`config.mk`:
```
export PLATFORM = sky130hd
export DESIGN_NAME = tlic_controller
export DESIGN_NICKNAME = d
export VERILOG_FILES = /design/src/rtl/tlic_controller.v
export VERILOG_INCLUDE_DIRS = /design/src /design/src/rtl
export SDC_FILE = /design/constraint.sdc
export NUM_CORES = 1
export LEC_CHECK = 0
export BUFFER_PORTS_ARGS = -buffer_cell sky130_fd_sc_hd__buf_2
export CAP_MARGIN = 30
export CORE_MARGIN = 8
export CORE_UTILIZATION = 45
export CTS_CLUSTER_SIZE = 8
export DETAILED_ROUTE_END_ITERATION = 6
export PLACE_DENSITY = 0.78
export SLEW_MARGIN = 20
export SYNTH_ARGS = -nofsm -noshare
export SYNTH_HDL_FRONTEND = slang
export SYNTH_SLANG_ARGS = --single-unit
```
`constraint.sdc`:
```
create_clock -name clk -period 1.97 [get_ports clk]
set_clock_uncertainty 0.05 [all_clocks]
set_input_delay 0.4925 -clock clk [delete_from_list [all_inputs] [get_ports clk]]
set_output_delay 0.4925 -clock clk [all_outputs]
set_load 0.05 [all_outputs]
```
`src/rtl/tlic_defines.vh`:
```
// Constants shared by the two-level interrupt controller.
`ifndef TLIC_DEFINES_VH
`define TLIC_DEFINES_VH
`define TLIC_NSRC        11
`define TLIC_NCH         7
`define TLIC_VEC_W       16
`define TLIC_VEC_EXT_A   16'h0003
`define TLIC_VEC_TMR_A   16'h000B
`define TLIC_VEC_EXT_B   16'h0013
`define TLIC_VEC_TMR_B   16'h001B
`define TLIC_VEC_SERIAL  16'h0023
`define TLIC_VEC_TMR_C   16'h002B
`define TLIC_VEC_WDOG    16'h0063
`define TLIC_MC_CYCLES   4
// Register byte offsets on the bus.
`define TLIC_OFF_FLAGS   4'h0
`define TLIC_OFF_ENABLE  4'h4
`define TLIC_OFF_PRIO    4'h8
`define TLIC_OFF_CTRL    4'hC
// Flag bit positions.
`define TLIC_F_EXT_A     0
`define TLIC_F_TMR_A     1
`define TLIC_F_EXT_B     2
`define TLIC_F_TMR_B     3
`define TLIC_F_RX        4
`define TLIC_F_TX        5
`define TLIC_F_TMR_C_OV  6
`define TLIC_F_TMR_C_EX  7
`define TLIC_F_WDOG      8
// Control register bits.
`define TLIC_C_GLOBAL    0
`define TLIC_C_TRIG_A    1
`define TLIC_C_TRIG_B    2
`define TLIC_C_WDOG_EN   3
`define TLIC_C_WIDTH     4
// Channel order, highest natural priority first.
`define TLIC_CH_EXT_A    0
`define TLIC_CH_TMR_A    1
`define TLIC_CH_EXT_B    2
`define TLIC_CH_TMR_B    3
`define TLIC_CH_SERIAL   4
`define TLIC_CH_TMR_C    5
`define TLIC_CH_WDOG     6
`endif

```
`src/rtl/tlic_controller.v`:
```
// Two-level interrupt controller with an Avalon-MM register slave.
//
// The implementer's own choices: the register offsets and the Avalon-MM interface to the registers.
`timescale 1ns/100ps
`default_nettype none
`include "tlic_defines.vh"
// Summary of operation
// - Nine flags feed seven channels, each with an enable, priority bit and vector.
// - Each external pin is falling-edge or low-level triggered by a bit.
// - Edge mode samples each pin once per machine cycle, high then low.
// - Edge mode clears the pin flag when its routine is vectored to.
// - Level mode keeps the flag on vectoring; a held low pin re-requests.
// - Timer a and b overflow flags request and clear on service.
// - Timer c requests on overflow OR external flag; software clears both.
// - Watchdog timeout sets its flag; it interrupts only with its enable.
// - Every interrupt flag is writable so software can raise requests.
// - A source passes only if enabled; global enable off blocks all.
// - Each source is high or low priority; low never preempts high.
// - Equal priority requests are served in the fixed channel order.
// - Fixed vectors per channel; serial requests on receive OR transmit.
module tlic_controller
#(
   parameter MC_CYCLES = `TLIC_MC_CYCLES
)
(
   input  wire        clk,
   input  wire        resetn,
   input  wire [3:0]  avs_address,
   input  wire        avs_read,
   input  wire        avs_write,
   input  wire [31:0] avs_writedata,
   input  wire [3:0]  avs_byteenable,
   output reg  [31:0] avs_readdata,
   output reg         avs_waitrequest,
   input  wire        ext_irq_pin_a,
   input  wire        ext_irq_pin_b,
   input  wire        timer_a_overflow_set,
   input  wire        timer_b_overflow_set,
   input  wire        timer_c_overflow_set,
   input  wire        timer_c_external_set,
   input  wire        serial_receive_set,
   input  wire        serial_transmit_set,
   input  wire        watchdog_timeout,
   input  wire        core_ready,
   input  wire        core_reti,
   output reg         irq_req,
   output reg  [15:0] irq_vector,
   output reg         irq_ack,
   output reg  [1:0]  active_levels,
   output reg  [8:0]  flags_out,
   output reg         irq
);

   localparam NF = 9;
   localparam NC = `TLIC_NCH;
   localparam ST_IDLE = 3'b001;
   localparam ST_ACK  = 3'b010;
   localparam ST_WAIT = 3'b100;

   reg  [NF-1:0]  flags;
   reg  [NC-1:0]  enable;
   reg  [NC-1:0]  prio;
   reg  [`TLIC_C_WIDTH-1:0] ctrl;
   reg  [1:0]     in_service;
   reg  [2:0]     state;
   reg  [2:0]     win_ch;
   reg  [7:0]     mc_cnt;
   reg            pin_a_smp;
   reg            pin_b_smp;
   reg            bus_busy;

   wire           mc_tick;
   wire           fall_a;
   wire           fall_b;
   wire           wr_hit;
   wire           rd_hit;
   wire [NC-1:0]  raw_req;
   wire [NC-1:0]  gated;
   wire [NC-1:0]  hi_req;
   wire [NC-1:0]  lo_req;
   wire           serve;
   wire           ack_fire;
   reg  [NF-1:0]  next_flags;
   reg  [2:0]     pick;
   reg            pick_hi;
   reg            pick_ok;
   reg  [15:0]    pick_vec;
   reg  [NC-1:0]  hit;
   reg  [31:0]    next_rdata;
   integer        i;

   // Pin sampling and every accept happen on the last clock of a cycle.
   assign mc_tick = (mc_cnt == MC_CYCLES - 1);

   assign fall_a = mc_tick && pin_a_smp && !ext_irq_pin_a;
   assign fall_b = mc_tick && pin_b_smp && !ext_irq_pin_b;

   always @(posedge clk)
   begin
      if (!resetn)
      begin
         mc_cnt    <= 8'h00;
         pin_a_smp <= 1'b1;
         pin_b_smp <= 1'b1;
      end
      else
      begin
         mc_cnt <= mc_tick ? 8'h00 : mc_cnt + 8'h01;
         // relies on one sample per machine cycle.
         if (mc_tick)
         begin
            pin_a_smp <= ext_irq_pin_a;
            pin_b_smp <= ext_irq_pin_b;
         end
      end
   end

   assign raw_req[`TLIC_CH_EXT_A]  = flags[`TLIC_F_EXT_A];
   assign raw_req[`TLIC_CH_TMR_A]  = flags[`TLIC_F_TMR_A];
   assign raw_req[`TLIC_CH_EXT_B]  = flags[`TLIC_F_EXT_B];
   assign raw_req[`TLIC_CH_TMR_B]  = flags[`TLIC_F_TMR_B];
   assign raw_req[`TLIC_CH_SERIAL] = flags[`TLIC_F_RX] | flags[`TLIC_F_TX];
   assign raw_req[`TLIC_CH_TMR_C]  = flags[`TLIC_F_TMR_C_OV]
                                   | flags[`TLIC_F_TMR_C_EX];
   // watchdog request, gated by its own enable bit below
   assign raw_req[`TLIC_CH_WDOG]   = flags[`TLIC_F_WDOG];

   assign gated  = ctrl[`TLIC_C_GLOBAL] ? (raw_req & enable) : {NC{1'b0}};
   assign hi_req = gated & prio;
   assign lo_req = gated & ~prio;

   always @*
   begin
      pick    = 3'd0;
      pick_hi = 1'b0;
      pick_ok = 1'b0;
      hit     = (|hi_req) ? hi_req : lo_req;
      for (i = NC - 1; i >= 0; i = i - 1)
      begin
         if (hit[i])
            pick = i[2:0];
      end
      if (|hi_req)
      begin
         pick_hi = 1'b1;
         pick_ok = !in_service[1];
      end
      else if (|lo_req)
         pick_ok = (in_service == 2'b00);
   end

   always @*
   begin
      case (pick)
         3'd0:    pick_vec = `TLIC_VEC_EXT_A;
         3'd1:    pick_vec = `TLIC_VEC_TMR_A;
         3'd2:    pick_vec = `TLIC_VEC_EXT_B;
         3'd3:    pick_vec = `TLIC_VEC_TMR_B;
         3'd4:    pick_vec = `TLIC_VEC_SERIAL;
         3'd5:    pick_vec = `TLIC_VEC_TMR_C;
         default: pick_vec = `TLIC_VEC_WDOG;
      endcase
   end

   assign serve    = (state == ST_IDLE) && pick_ok && mc_tick;
   assign ack_fire = (state == ST_ACK) && core_ready;

   // A write lands only at the edge where waitrequest is low, so a master
   // that is still waiting never sees its write take effect early.
   assign wr_hit = avs_write && bus_busy;
   // Read data is captured one edge early so that it stands at the edge
   // where waitrequest is low.
   assign rd_hit = avs_read && !bus_busy;

   always @*
   begin
      next_flags = flags;
      // software write of flags; every bit takes the written value directly
      if (wr_hit && avs_address == `TLIC_OFF_FLAGS && avs_byteenable[0])
      begin
         next_flags[7:0] = avs_writedata[7:0];
      end
      if (wr_hit && avs_address == `TLIC_OFF_FLAGS && avs_byteenable[1])
         next_flags[8] = avs_writedata[8];
      if (ack_fire)
      begin
         if (win_ch == `TLIC_CH_EXT_A && ctrl[`TLIC_C_TRIG_A])
            next_flags[`TLIC_F_EXT_A] = 1'b0;
         if (win_ch == `TLIC_CH_EXT_B && ctrl[`TLIC_C_TRIG_B])
            next_flags[`TLIC_F_EXT_B] = 1'b0;
         if (win_ch == `TLIC_CH_TMR_A)
            next_flags[`TLIC_F_TMR_A] = 1'b0;
         if (win_ch == `TLIC_CH_TMR_B)
            next_flags[`TLIC_F_TMR_B] = 1'b0;
      end
      // trigger type; level mode follows the sampled pin.
      if (ctrl[`TLIC_C_TRIG_A])
      begin
         if (fall_a)
            next_flags[`TLIC_F_EXT_A] = 1'b1;
      end
      else if (mc_tick)
         next_flags[`TLIC_F_EXT_A] = !ext_irq_pin_a;
      if (ctrl[`TLIC_C_TRIG_B])
      begin
         if (fall_b)
            next_flags[`TLIC_F_EXT_B] = 1'b1;
      end
      else if (mc_tick)
         next_flags[`TLIC_F_EXT_B] = !ext_irq_pin_b;
      // Hardware sets win over any clear in the same cycle.
      if (timer_a_overflow_set)
         next_flags[`TLIC_F_TMR_A] = 1'b1;
      if (timer_b_overflow_set)
         next_flags[`TLIC_F_TMR_B] = 1'b1;
      if (serial_receive_set)
         next_flags[`TLIC_F_RX] = 1'b1;
      if (serial_transmit_set)
         next_flags[`TLIC_F_TX] = 1'b1;
      if (timer_c_overflow_set)
         next_flags[`TLIC_F_TMR_C_OV] = 1'b1;
      if (timer_c_external_set)
         next_flags[`TLIC_F_TMR_C_EX] = 1'b1;
      if (watchdog_timeout)
         next_flags[`TLIC_F_WDOG] = 1'b1;
   end

   always @*
   begin
      case (avs_address)
         `TLIC_OFF_FLAGS:  next_rdata = {23'h0, flags};
         `TLIC_OFF_ENABLE: next_rdata = {25'h0, enable};
         `TLIC_OFF_PRIO:   next_rdata = {25'h0, prio};
         `TLIC_OFF_CTRL:   next_rdata = {26'h0, in_service, 4'h0} |
                                        {28'h0, ctrl};
         default:          next_rdata = 32'h0;
      endcase
   end

   always @(posedge clk)
   begin
      if (!resetn)
      begin
         flags           <= 9'h000;
         enable          <= 7'h00;
         prio            <= 7'h00;
         ctrl            <= 4'h0;
         bus_busy        <= 1'b0;
         avs_waitrequest <= 1'b1;
         avs_readdata    <= 32'h0;
      end
      else
      begin
         flags <= next_flags;
         // One wait cycle, then waitrequest drops for the taking edge.
         bus_busy        <= (avs_read | avs_write) && !bus_busy;
         avs_waitrequest <= !((avs_read | avs_write) && !bus_busy);
         if (rd_hit)
            avs_readdata <= next_rdata;
         if (wr_hit && avs_byteenable[0])
         begin
            case (avs_address)
               `TLIC_OFF_ENABLE: enable <= avs_writedata[6:0];
               `TLIC_OFF_PRIO:   prio   <= avs_writedata[6:0];
               `TLIC_OFF_CTRL:   ctrl   <= avs_writedata[3:0];
               default:          ;
            endcase
         end
      end
   end

   always @(posedge clk)
   begin
      if (!resetn)
      begin
         state         <= ST_IDLE;
         win_ch        <= 3'd0;
         in_service    <= 2'b00;
         irq_req       <= 1'b0;
         irq_ack       <= 1'b0;
         irq_vector    <= 16'h0000;
         active_levels <= 2'b00;
         flags_out     <= 9'h000;
         irq           <= 1'b0;
      end
      else
      begin
         irq_ack   <= 1'b0;
         flags_out <= next_flags;
         irq       <= |gated;
         case (state)
            ST_IDLE:
               if (serve)
               begin
                  win_ch     <= pick;
                  irq_vector <= pick_vec;
                  irq_req    <= 1'b1;
                  state      <= ST_ACK;
               end
            ST_ACK:
               if (core_ready)
               begin
                  irq_req <= 1'b0;
                  irq_ack <= 1'b1;
                  state   <= ST_WAIT;
               end
            ST_WAIT:
               // Lets the flag clear settle before a new pick.
               state <= ST_IDLE;
            default:
               state <= ST_IDLE;
         endcase
         // level tracking
         // A return is honoured in every state and ahead of an accept in the
         // same cycle, so a return that meets an accept is never lost.
         if (core_reti)
         begin
            if (in_service[1])
               in_service[1] <= 1'b0;
            else
               in_service[0] <= 1'b0;
         end
         if (serve)
         begin
            if (pick_hi)
               in_service[1] <= 1'b1;
            else
               in_service[0] <= 1'b1;
         end
         active_levels <= in_service;
      end
   end

endmodule // tlic_controller
`default_nettype wire

```
==> results of run 1 <==
[through the flow]
step	std cells	setup slack, ps
final	554	-70.77
after global routing	554	-152.3
after CTS	551	-70.43
after detailed placement	534	-127.3
after global placement	534	-112.8
after floorplan	376	-65.51
[placed cells by master (no fill, tap or decap), drive strengths merged, types with 4 or more instances in the layout]
cell    Yosys  final
a21o        5      5
a21oi      16     16
a22oi       8      8
buf        42    110
clkbuf      4     12
conb        1     33
dfxtp      66     66
inv        14     14
mux2i      26     26
mux4        6      6
nand2      12     12
nand3      16     16
nand4       6      6
nor2       51     51
nor3        4      4
nor4        4      4
o211ai      4      4
o31ai       4      4
xor2        5      5
[power by group]
| group | switching (mW) | total, mW | internal, mW |
|---|---|---|---|
| clock | 0.514 | 1.42 | 0.910 |
| sequential | 0.0240 | 1.39 | 1.36 |
| combinational | 0.311 | 0.431 | 0.120 |
[worst max-delay path by stage]
stage                         end  cells past startpoint  startpoint
floorplan           irq_vector[6]                      7   mc_cnt[0]
global placement    irq_vector[4]                      8   mc_cnt[0]
detailed placement  irq_vector[6]                      7     ctrl[0]
CTS                 irq_vector[6]                      7   mc_cnt[0]
global route        irq_vector[6]                      7   mc_cnt[0]
finish              irq_vector[6]                      7     ctrl[0]
[critical path, cell delays in order (launching register included)]
cell	delay (ps)
dfxtp_1	380
buf_4	180
nand3_1	120
o22ai_1	340
o31ai_2	160
a2111o_1	470
nor2_2	140
a22o_1	140
[flip-flops by register name, indices dropped and copies added, names as in the netlist]
register / flops
ctrl: 4
irq_vector: 5
pin_b_smp: 1
avs_readdata: 9
irq: 1
irq_ack: 1
pin_a_smp: 1
prio: 7
win_ch: 3
state: 3
mc_cnt: 8
enable: 7
irq_req: 1
in_service: 2
flags_out: 9
active_levels: 2
bus_busy: 1
avs_waitrequest: 1
[logic make-up after synthesis]
| kind of cell | synth area share [%] |
|---|---|
| AOI/OAI and AO/OA | 14.54 |
| other | 0.1165 |
| xor gates and xnor gates | 1.632 |
| adders and majority gates | 0.3886 |
| buffers and inverters | 11.70 |
| muxes | 12.98 |
| DFF | 41.04 |
| and+or+nand+nor | 17.61 |
[routing by layer]
metal / vias to the layer above / global-route usage [%] / wire, µm
met3: 8 / 5.110 / 565
met2: 76 / 28.88 / 4320
met1: 1351 / 17.45 / 3386
li1: 1387 / - / -
met5: - / 0 / 0
met4: 0 / 6.628 / 89
[cell type report]
| type | instances | area, µm² | share of cell area, % |
|---|---|---|---|
| clock buffer | 12 | 155.1 | 3.693 |
| clock inverter | 4 | 97.59 | 2.323 |
| inverter | 14 | 52.55 | 1.251 |
| multi-input combinational | 249 | 1754 | 41.75 |
| sequential | 66 | 1333 | 31.72 |
| tap | 99 | 123.9 | 2.948 |
| timing repair buffer | 110 | 685.7 | 16.32 |
[what timing repair did]
item                       4_1_cts  5_1_grt
buffers inserted                 3        5
setup endpoints to repair       18       14
resized for setup               13        8
pin swaps                        2        7
==> metrics.txt, run 1 <==
WL per Instance about 15 µm; fmax 490.0 MHz; Arr. time, crit path roughly 2300 ps; Synth area leader dfxtp_1; Synth area leaders dfxtp_1 41%, buf_4 8.2%, mux2i_1 8.1%; CP Data Required Time 2220 ps; CORE AREA around 7100 µm²; Clk Latency, worst-skew pair 350 ps; first-pass GRT wire length between 10000 and 15000 µm; Layout Utilization ~60%; ANT nets after route 0; DR vias 2822; hold path cells 3; Crit Path Max Fanout 10; hold slack 299.0 ps; final instance area ~4200 µm²; Final #Nets ~510; most numerous cell in the Yosys netlist dfxtp_1; H-Tree Level Count 3; CTS Buf Count 9; violated checks setup timing; share of the synthesized area in the top cell type between 40 and 50%; Avg Vias per Cell 5.094; number of core rows 31; Final Power between 3 and 4 mW; status finished, violations left; initial antenna violation count 0; clk slew on worst S/H paths around 70 ps; sequential share of the synthesized area around two fifths; Max VDD drop around 360 µV; diode count 0; Seq cells post-synth 66; layout cells sized above 1 37.58%; Distinct cells, synth 63; CP endpoint kind register; number of synthesized flops with an enable pin 0; top_reg_cell synth dfxtp_1; Hold WC Path Type input pin to register; FILL cells 630; hold_sp timer_b_overflow_set; Die Span X between 100 and 150 µm; hpwl dp between 6000 and 7000 µm; count of final setup violators 7; Post-Syn Area 3219 µm²; Placer Congestion between 0.9 and 1; RSZ-0062 raised after global routing true; IO Pins approximately 120; yosys warns 0; starting density of the core 45.36%; Cell Pwr Density 771.9 nW/µm²; DRT Wirelength 8361 µm; residual DRC count 0; Hold EP flags_out[3]; Commonest cells post-synth 66 x dfxtp_1, 50 x nor2_1, 35 x buf_4; launch point of the worst reg-to-reg path ctrl[0]; reg-to-reg slack, setup -70 ps; # hold bufs at CTS 0; Leakage between 1.5 and 2 nW; CTS tree yes; Slew Viols, Final 0; pin count of the biggest net entering global routing 19; CTS Buffer Depth 2; gr usage total between 15 and 20%; Setup TNS -330.8 ps; Tmin final around 2000 ps; initial drt markers ~140; final hold vios 0; CP Launch Type register; ys async rst share 0%; first drt pass iteration count 4; total of max-cap violations 0; FF-to-FF path depth 7; Gate Count Post-Synth roughly 340; port buffer count between 50 and 60; Final period util 103.6%; vias in the first global route roughly 2800; synthesized area per cell approximately 9.4 µm²; die height 100.6 µm; area of the die about 10000 µm²; Final WS setup -70.77 ps; remaining global-route overflow 0; critical path class register to register; TritonCTS Sinks 66; Area Growth Syn to Fin 30.51%; reg2reg end irq_vector[6]; Placement Cell Area around 3800 µm²; Root Driver clkbuf_8
Note: power is estimated with default switching activity, not from simulation.
==> inputs of run 2 (changes only) <==
--- a/config.mk
+++ b/config.mk
@@ -13,6 +13,7 @@
 export CTS_CLUSTER_SIZE = 8
 export DETAILED_ROUTE_END_ITERATION = 6
 export PLACE_DENSITY = 0.78
+export SKIP_CTS_REPAIR_TIMING = 1
 export SLEW_MARGIN = 20
 export SYNTH_ARGS = -nofsm -noshare
 export SYNTH_HDL_FRONTEND = slang
==> metrics.txt, run 2 (synthesis gave the netlist of run 1 again) <==
status finished, violations left; violated checks setup timing; fmax 482.9 MHz (-1.4%); Critical Path Max Stage Delay 470 ps (about the same); Tmin final 2071 ps (+29.88 ps); IO Pins 118 (unchanged); CTS Buf Count 9 (unchanged); H-Tree Level Count 3 (unchanged); Placement Cell Area 3826 µm² (unchanged); Die Span X 100.6 µm (unchanged); Hold WC Path Type input pin to register; Root Driver clkbuf_8; pre-CTS setup slack -127.3 ps (unchanged); DR vias 2800 (-0.78%); TritonCTS Sinks 66 (unchanged); first drt pass iteration count 4 (unchanged); WL per Instance 15.19 µm (+0.62%); CTS tree yes; hold_sp timer_b_overflow_set; remaining global-route overflow 0 (unchanged); Final period util 105.1% (+1.5 points); Max VDD drop 358.9 µV (-0.97%); critical path class register to register; residual DRC count 0 (unchanged); Slew Viols, Final 0 (unchanged); Slowest-stage cell, CP a2111o_1; gr usage total 15.83% (-0.47 points); Arr. time, crit path 2320 ps (+30 ps); highest-count cells in the layout ignoring fill and taps 59 x buf_2, 58 x dfxtp_1, 48 x buf_4, 47 x nor2_1, 33 x conb_1; diode count 0 (unchanged); pin count of the biggest net entering global routing 19 (unchanged); starting density of the core 45.36% (unchanged); CP Launch Type register; initial drt markers 118 (-14%); ANT nets after route 0 (unchanged); FILL cells 622 (-1.3%); Non-Filler Instances 553 (-0.18%); final instance area 4223 µm² (+0.51%); number of core rows 31 (unchanged); clk slew on worst S/H paths 70 ps (about the same); die height 100.6 µm (unchanged); Leakage 1.881 nW (+0.13%); Worst Setup SP ctrl[0]; Area Growth Syn to Fin 31.17%; Placer Congestion 0.9225 (unchanged); vias in the first global route 2698 (-2.0%); Avg Vias per Cell 5.063 (-0.60%); Final WS setup -100.6 ps (-29.88 ps); DRT Wirelength 8398 µm (+0.44%); biggest registers after layout avs_readdata x9, flags_out x9, mc_cnt x8; CP Cell Sequence buf_4, nand3_1, o221ai_1, o31ai_4, a2111o_1, nor2_2, a22o_1; Final Power 3.236 mW (-0.20%); CORE AREA 7098 µm² (unchanged); hpwl dp 6311 µm (unchanged); Crit Path Max Fanout 10 (unchanged); launch point of the worst reg-to-reg path ctrl[0]; Layout Utilization 59.49% (+0.30 points); Clk Latency, worst-skew pair 350 ps (about the same); CP Data Required Time 2220 ps (about the same); CP Buf/Inv Count 1 (unchanged); Cell Pwr Density 766.4 nW/µm² (-0.70%); final hold vios 0 (unchanged); port buffer count 59 (unchanged); count of final setup violators 17 (+10); hold slack 301.6 ps (+2.673 ps); initial antenna violation count 0 (unchanged); Setup TNS -759.9 ps (-429.1 ps); RSZ-0062 raised after global routing true; total of max-cap violations 0 (unchanged); dpl cells 534 (unchanged); commonest non-fill, non-tap cell in the layout buf_2; CP endpoint kind register; first-pass GRT wire length 12650 µm (-3.1%); CTS Buffer Depth 2 (unchanged); area of the die 10120 µm² (unchanged); layout cells sized above 1 37.44% (-0.14 points); cell family with the largest share of critical-path delay compound AO/OA/AOI/OAI gates; Final #Nets 505 (-0.20%)
## run 2: cell type report
class / count / area, µm² / area share [%]
Timing Repair Buffer: 109 / 678.2 / 16.06
Clock inverter: 4 / 97.59 / 2.311
Tap cell: 99 / 123.9 / 2.933
Clock buffer: 12 / 155.1 / 3.674
Sequential cell: 66 / 1334 / 31.59
Inverter: 14 / 52.55 / 1.244
Multi-Input combinational cell: 249 / 1782 / 42.19
## run 2: metal layers
layer  wire length (µm)  GRT usage, %  share of wire, %
met4                142         7.093               1.7
met1               3275         16.87                39
met5                  0             0                 0
met2               4355         27.76                52
met3                625         5.110               7.4
## run 2: worst reg2reg max path, stage by stage, from the launching register on
cell and delay, ps:
dfxtp_2 360, buf_4 160, nand3_1 120, o221ai_1 410, o31ai_4 170, a2111o_1 470, nor2_2 140, a22o_1 140
## run 2: report_power, final
part           total [mW]  leakage [nW]  internal, mW  switching (mW)
logic               0.427          1.22         0.117           0.310
registers            1.39         0.538          1.36          0.0245
clock network        1.42         0.123         0.910           0.511
## run 2: final timing paths
path	endpoint	slack [ps]	depth (start not counted)
worst min register to register	avs_readdata[8]	410	2
worst max-delay path	irq_vector[6]	-100	7
worst min-delay path	flags_out[3]	300	3
worst max register to register	irq_vector[6]	-100	7
==> inputs of run 3 (changes only) <==
--- a/config.mk
+++ b/config.mk
@@ -8,10 +8,12 @@
 export LEC_CHECK = 0
 export BUFFER_PORTS_ARGS = -buffer_cell sky130_fd_sc_hd__buf_2
 export CAP_MARGIN = 30
+export CORE_ASPECT_RATIO = 0.75
 export CORE_MARGIN = 8
 export CORE_UTILIZATION = 45
 export CTS_CLUSTER_SIZE = 8
 export DETAILED_ROUTE_END_ITERATION = 6
+export GPL_TIMING_DRIVEN = 0
 export PLACE_DENSITY = 0.78
 export SKIP_CTS_REPAIR_TIMING = 1
 export SLEW_MARGIN = 20
==> metrics.txt, run 3 (synthesis gave the netlist of run 1 again) <==
status finished, violations left; violated checks setup timing; pin count of the biggest net entering global routing 12 (-7); area of the die 10140 µm² (+0.28%); remaining global-route overflow 0 (unchanged); first-pass GRT wire length 13500 µm (+6.7%); Crit Path Max Fanout 5 (-5); Area Growth Syn to Fin 27.75%; CORE AREA 6864 µm² (-3.3%); Clk Latency, worst-skew pair 340 ps (about the same); Slew Viols, Final 0 (unchanged); Critical Path Max Stage Delay 480 ps (about the same); FILL cells 600 (-3.5%); diode count 0 (unchanged); Hold WC Path Type input pin to register; dpl cells 532 (-0.37%); Slew @ Worst Pin slightly above 600 ps; RSZ-0062 raised after global routing true; area of the multi-input gates 1762 µm² (-1.1%); clk slew on worst S/H paths 70 ps (about the same); Cell Pwr Density 723.9 nW/µm² (-5.5%); Root Driver clkbuf_8; ANT nets after route 0 (unchanged); count of final setup violators 20 (+3); Max VDD drop 426.2 µV (+19%); launch point of the worst reg-to-reg path mc_cnt[0]; final hold vios 0 (unchanged); H-Tree Level Count 3 (unchanged); DRT Wirelength 8782 µm (+4.6%); hold path cells 3 (unchanged); critical path class register to register; highest-count cells in the layout ignoring fill and taps 59 x buf_2, 59 x dfxtp_1, 47 x nor2_1, 39 x buf_4, 33 x conb_1; initial antenna violation count 0 (unchanged); die height 89.25 µm (-11%); starting density of the core 46.90% (+1.5 points); initial drt markers 169 (+43%); first drt pass iteration count 4 (unchanged); Arr. time, crit path 2440 ps (+120 ps); CP endpoint kind register; DR vias 2851 (+1.8%); Avg Vias per Cell 5.174 (+2.2%); IO Pins 118 (unchanged); hold_sp ext_irq_pin_b; Rel. slew slack 58.96%; total of max-cap violations 0 (unchanged); CP Launch Type register; hpwl dp 6598 µm (+4.6%); Non-Filler Instances 551 (-0.36%); reg2reg end irq_vector[6]; Tmin final 2200 ps (+129.0 ps); layout cells sized above 1 35.76% (-1.7 points); Die Span X 113.7 µm (+13%); Setup TNS -2239 ps (-1479 ps); CP Data Required Time 2210 ps (about the same); number of core rows 26 (-16%); port buffer count 58 (-1.7%); CTS Buf Count 9 (unchanged); Final #Nets 504 (-0.20%); Hold EP pin_b_smp; TritonCTS Sinks 66 (unchanged); WL per Instance 15.94 µm (+5.0%); CP Cell Sequence ha_4, or4b_4, nor4_4, buf_4, nand2_4, a2111o_1, nor2_2, a22o_1; CTS tree yes; Final period util 111.7% (+6.6 points); CTS Buffer Depth 2 (unchanged); FF-to-FF path depth 8 (+1); reg-to-reg slack, setup -230 ps (-130 ps); FF+latch area 1333 µm² (about the same); Placer Congestion 0.9249 (+0.26%); biggest registers after layout avs_readdata x9, flags_out x9, mc_cnt x8; Slowest-stage cell, CP or4b_4; vias in the first global route 2667 (-1.1%); gr usage total 17.09% (+1.3 points); residual DRC count 0 (unchanged); Final WS setup -229.7 ps (-129.0 ps); fmax 454.6 MHz (-5.9%); Leakage 1.849 nW (-1.8%)
[run 3: changes by cell type in the layout (fill, tap and decap cells not counted), moves of 2 or more]
| cell | delta |
|---|---|
| a21oi_1 | -2 |
| o311ai_1 | +2 |
| a21oi_2 | +2 |
| buf_4 | -9 |
| bufinv_16 | -2 |
| clkbuf_1 | +3 |
| clkbuf_2 | +5 |
| o311ai_2 | -2 |
[run 3: per-layer routing]
| layer | wire length [µm] | track usage (%) | up-vias |
|---|---|---|---|
| met1 | 3681 | 20.62 | 1335 |
| li1 | - | - | 1382 |
| met5 | 0 | 0 | - |
| met3 | 769 | 6.815 | 11 |
| met2 | 4248 | 27.53 | 123 |
| met4 | 82 | 5.422 | 0 |
[run 3: how the worst max path moves through the flow]
stage	startpoint	end	slack (ps)	depth (start not counted)
2_1_floorplan	mc_cnt[0]	irq_vector[6]	-70	7
3_3_place_gp	resetn	avs_readdata[1]	-490	5
3_5_place_dp	resetn	flags_out[4]	-490	5
4_1_cts	mc_cnt[0]	irq_vector[6]	-330	7
5_1_grt	flags_out[5]	irq_vector[6]	-340	6
6_report	mc_cnt[0]	irq_vector[6]	-230	8
[run 3: area by class of cell]
| class | count | share of cell area [%] |
|---|---|---|
| repair buffers | 62 | 7.788 |
| multi-input cells | 249 | 42.84 |
| plain buffers | 46 | 7.940 |
| inverters | 14 | 1.278 |
| clock inverters | 4 | 1.247 |
| well taps | 98 | 2.981 |
| flip-flops and latches | 66 | 32.40 |
| clock buffers | 12 | 3.529 |
[run 3: power breakdown]
part | leakage [nW] | switching, mW | total [mW] | internal, mW
clock | 0.0966 | 0.508 | 1.13 | 0.620
sequential | 0.537 | 0.0334 | 1.40 | 1.36
combinational | 1.21 | 0.315 | 0.451 | 0.137
[run 3: per-stage QoR]
step / power (mW) / hold slack, ps / instance area [µm²] / util, % / worst slack (ps)
after global routing: 3.098 / 323.6 / 4113 / 59.92 / -336.0
after floorplan: 1.761 / 384.9 / 3378 / - / -65.51
final: 2.977 / 322.9 / 4113 / 59.92 / -229.7
after CTS: 2.975 / 309.8 / 3988 / 58.09 / -329.4
after detailed placement: 1.855 / 389.3 / 3791 / 55.23 / -493.4
after global placement: 1.847 / 384.5 / 3791 / 55.23 / -485.5
[run 3: critical path: cells and delay by family, from the launching register on]
kind | cells | cell delay, ps
simple gates | 4 | 910
compound gates | 2 | 490
flops | 1 | 380
buf+inv | 1 | 180
fa+ha+maj | 1 | 140
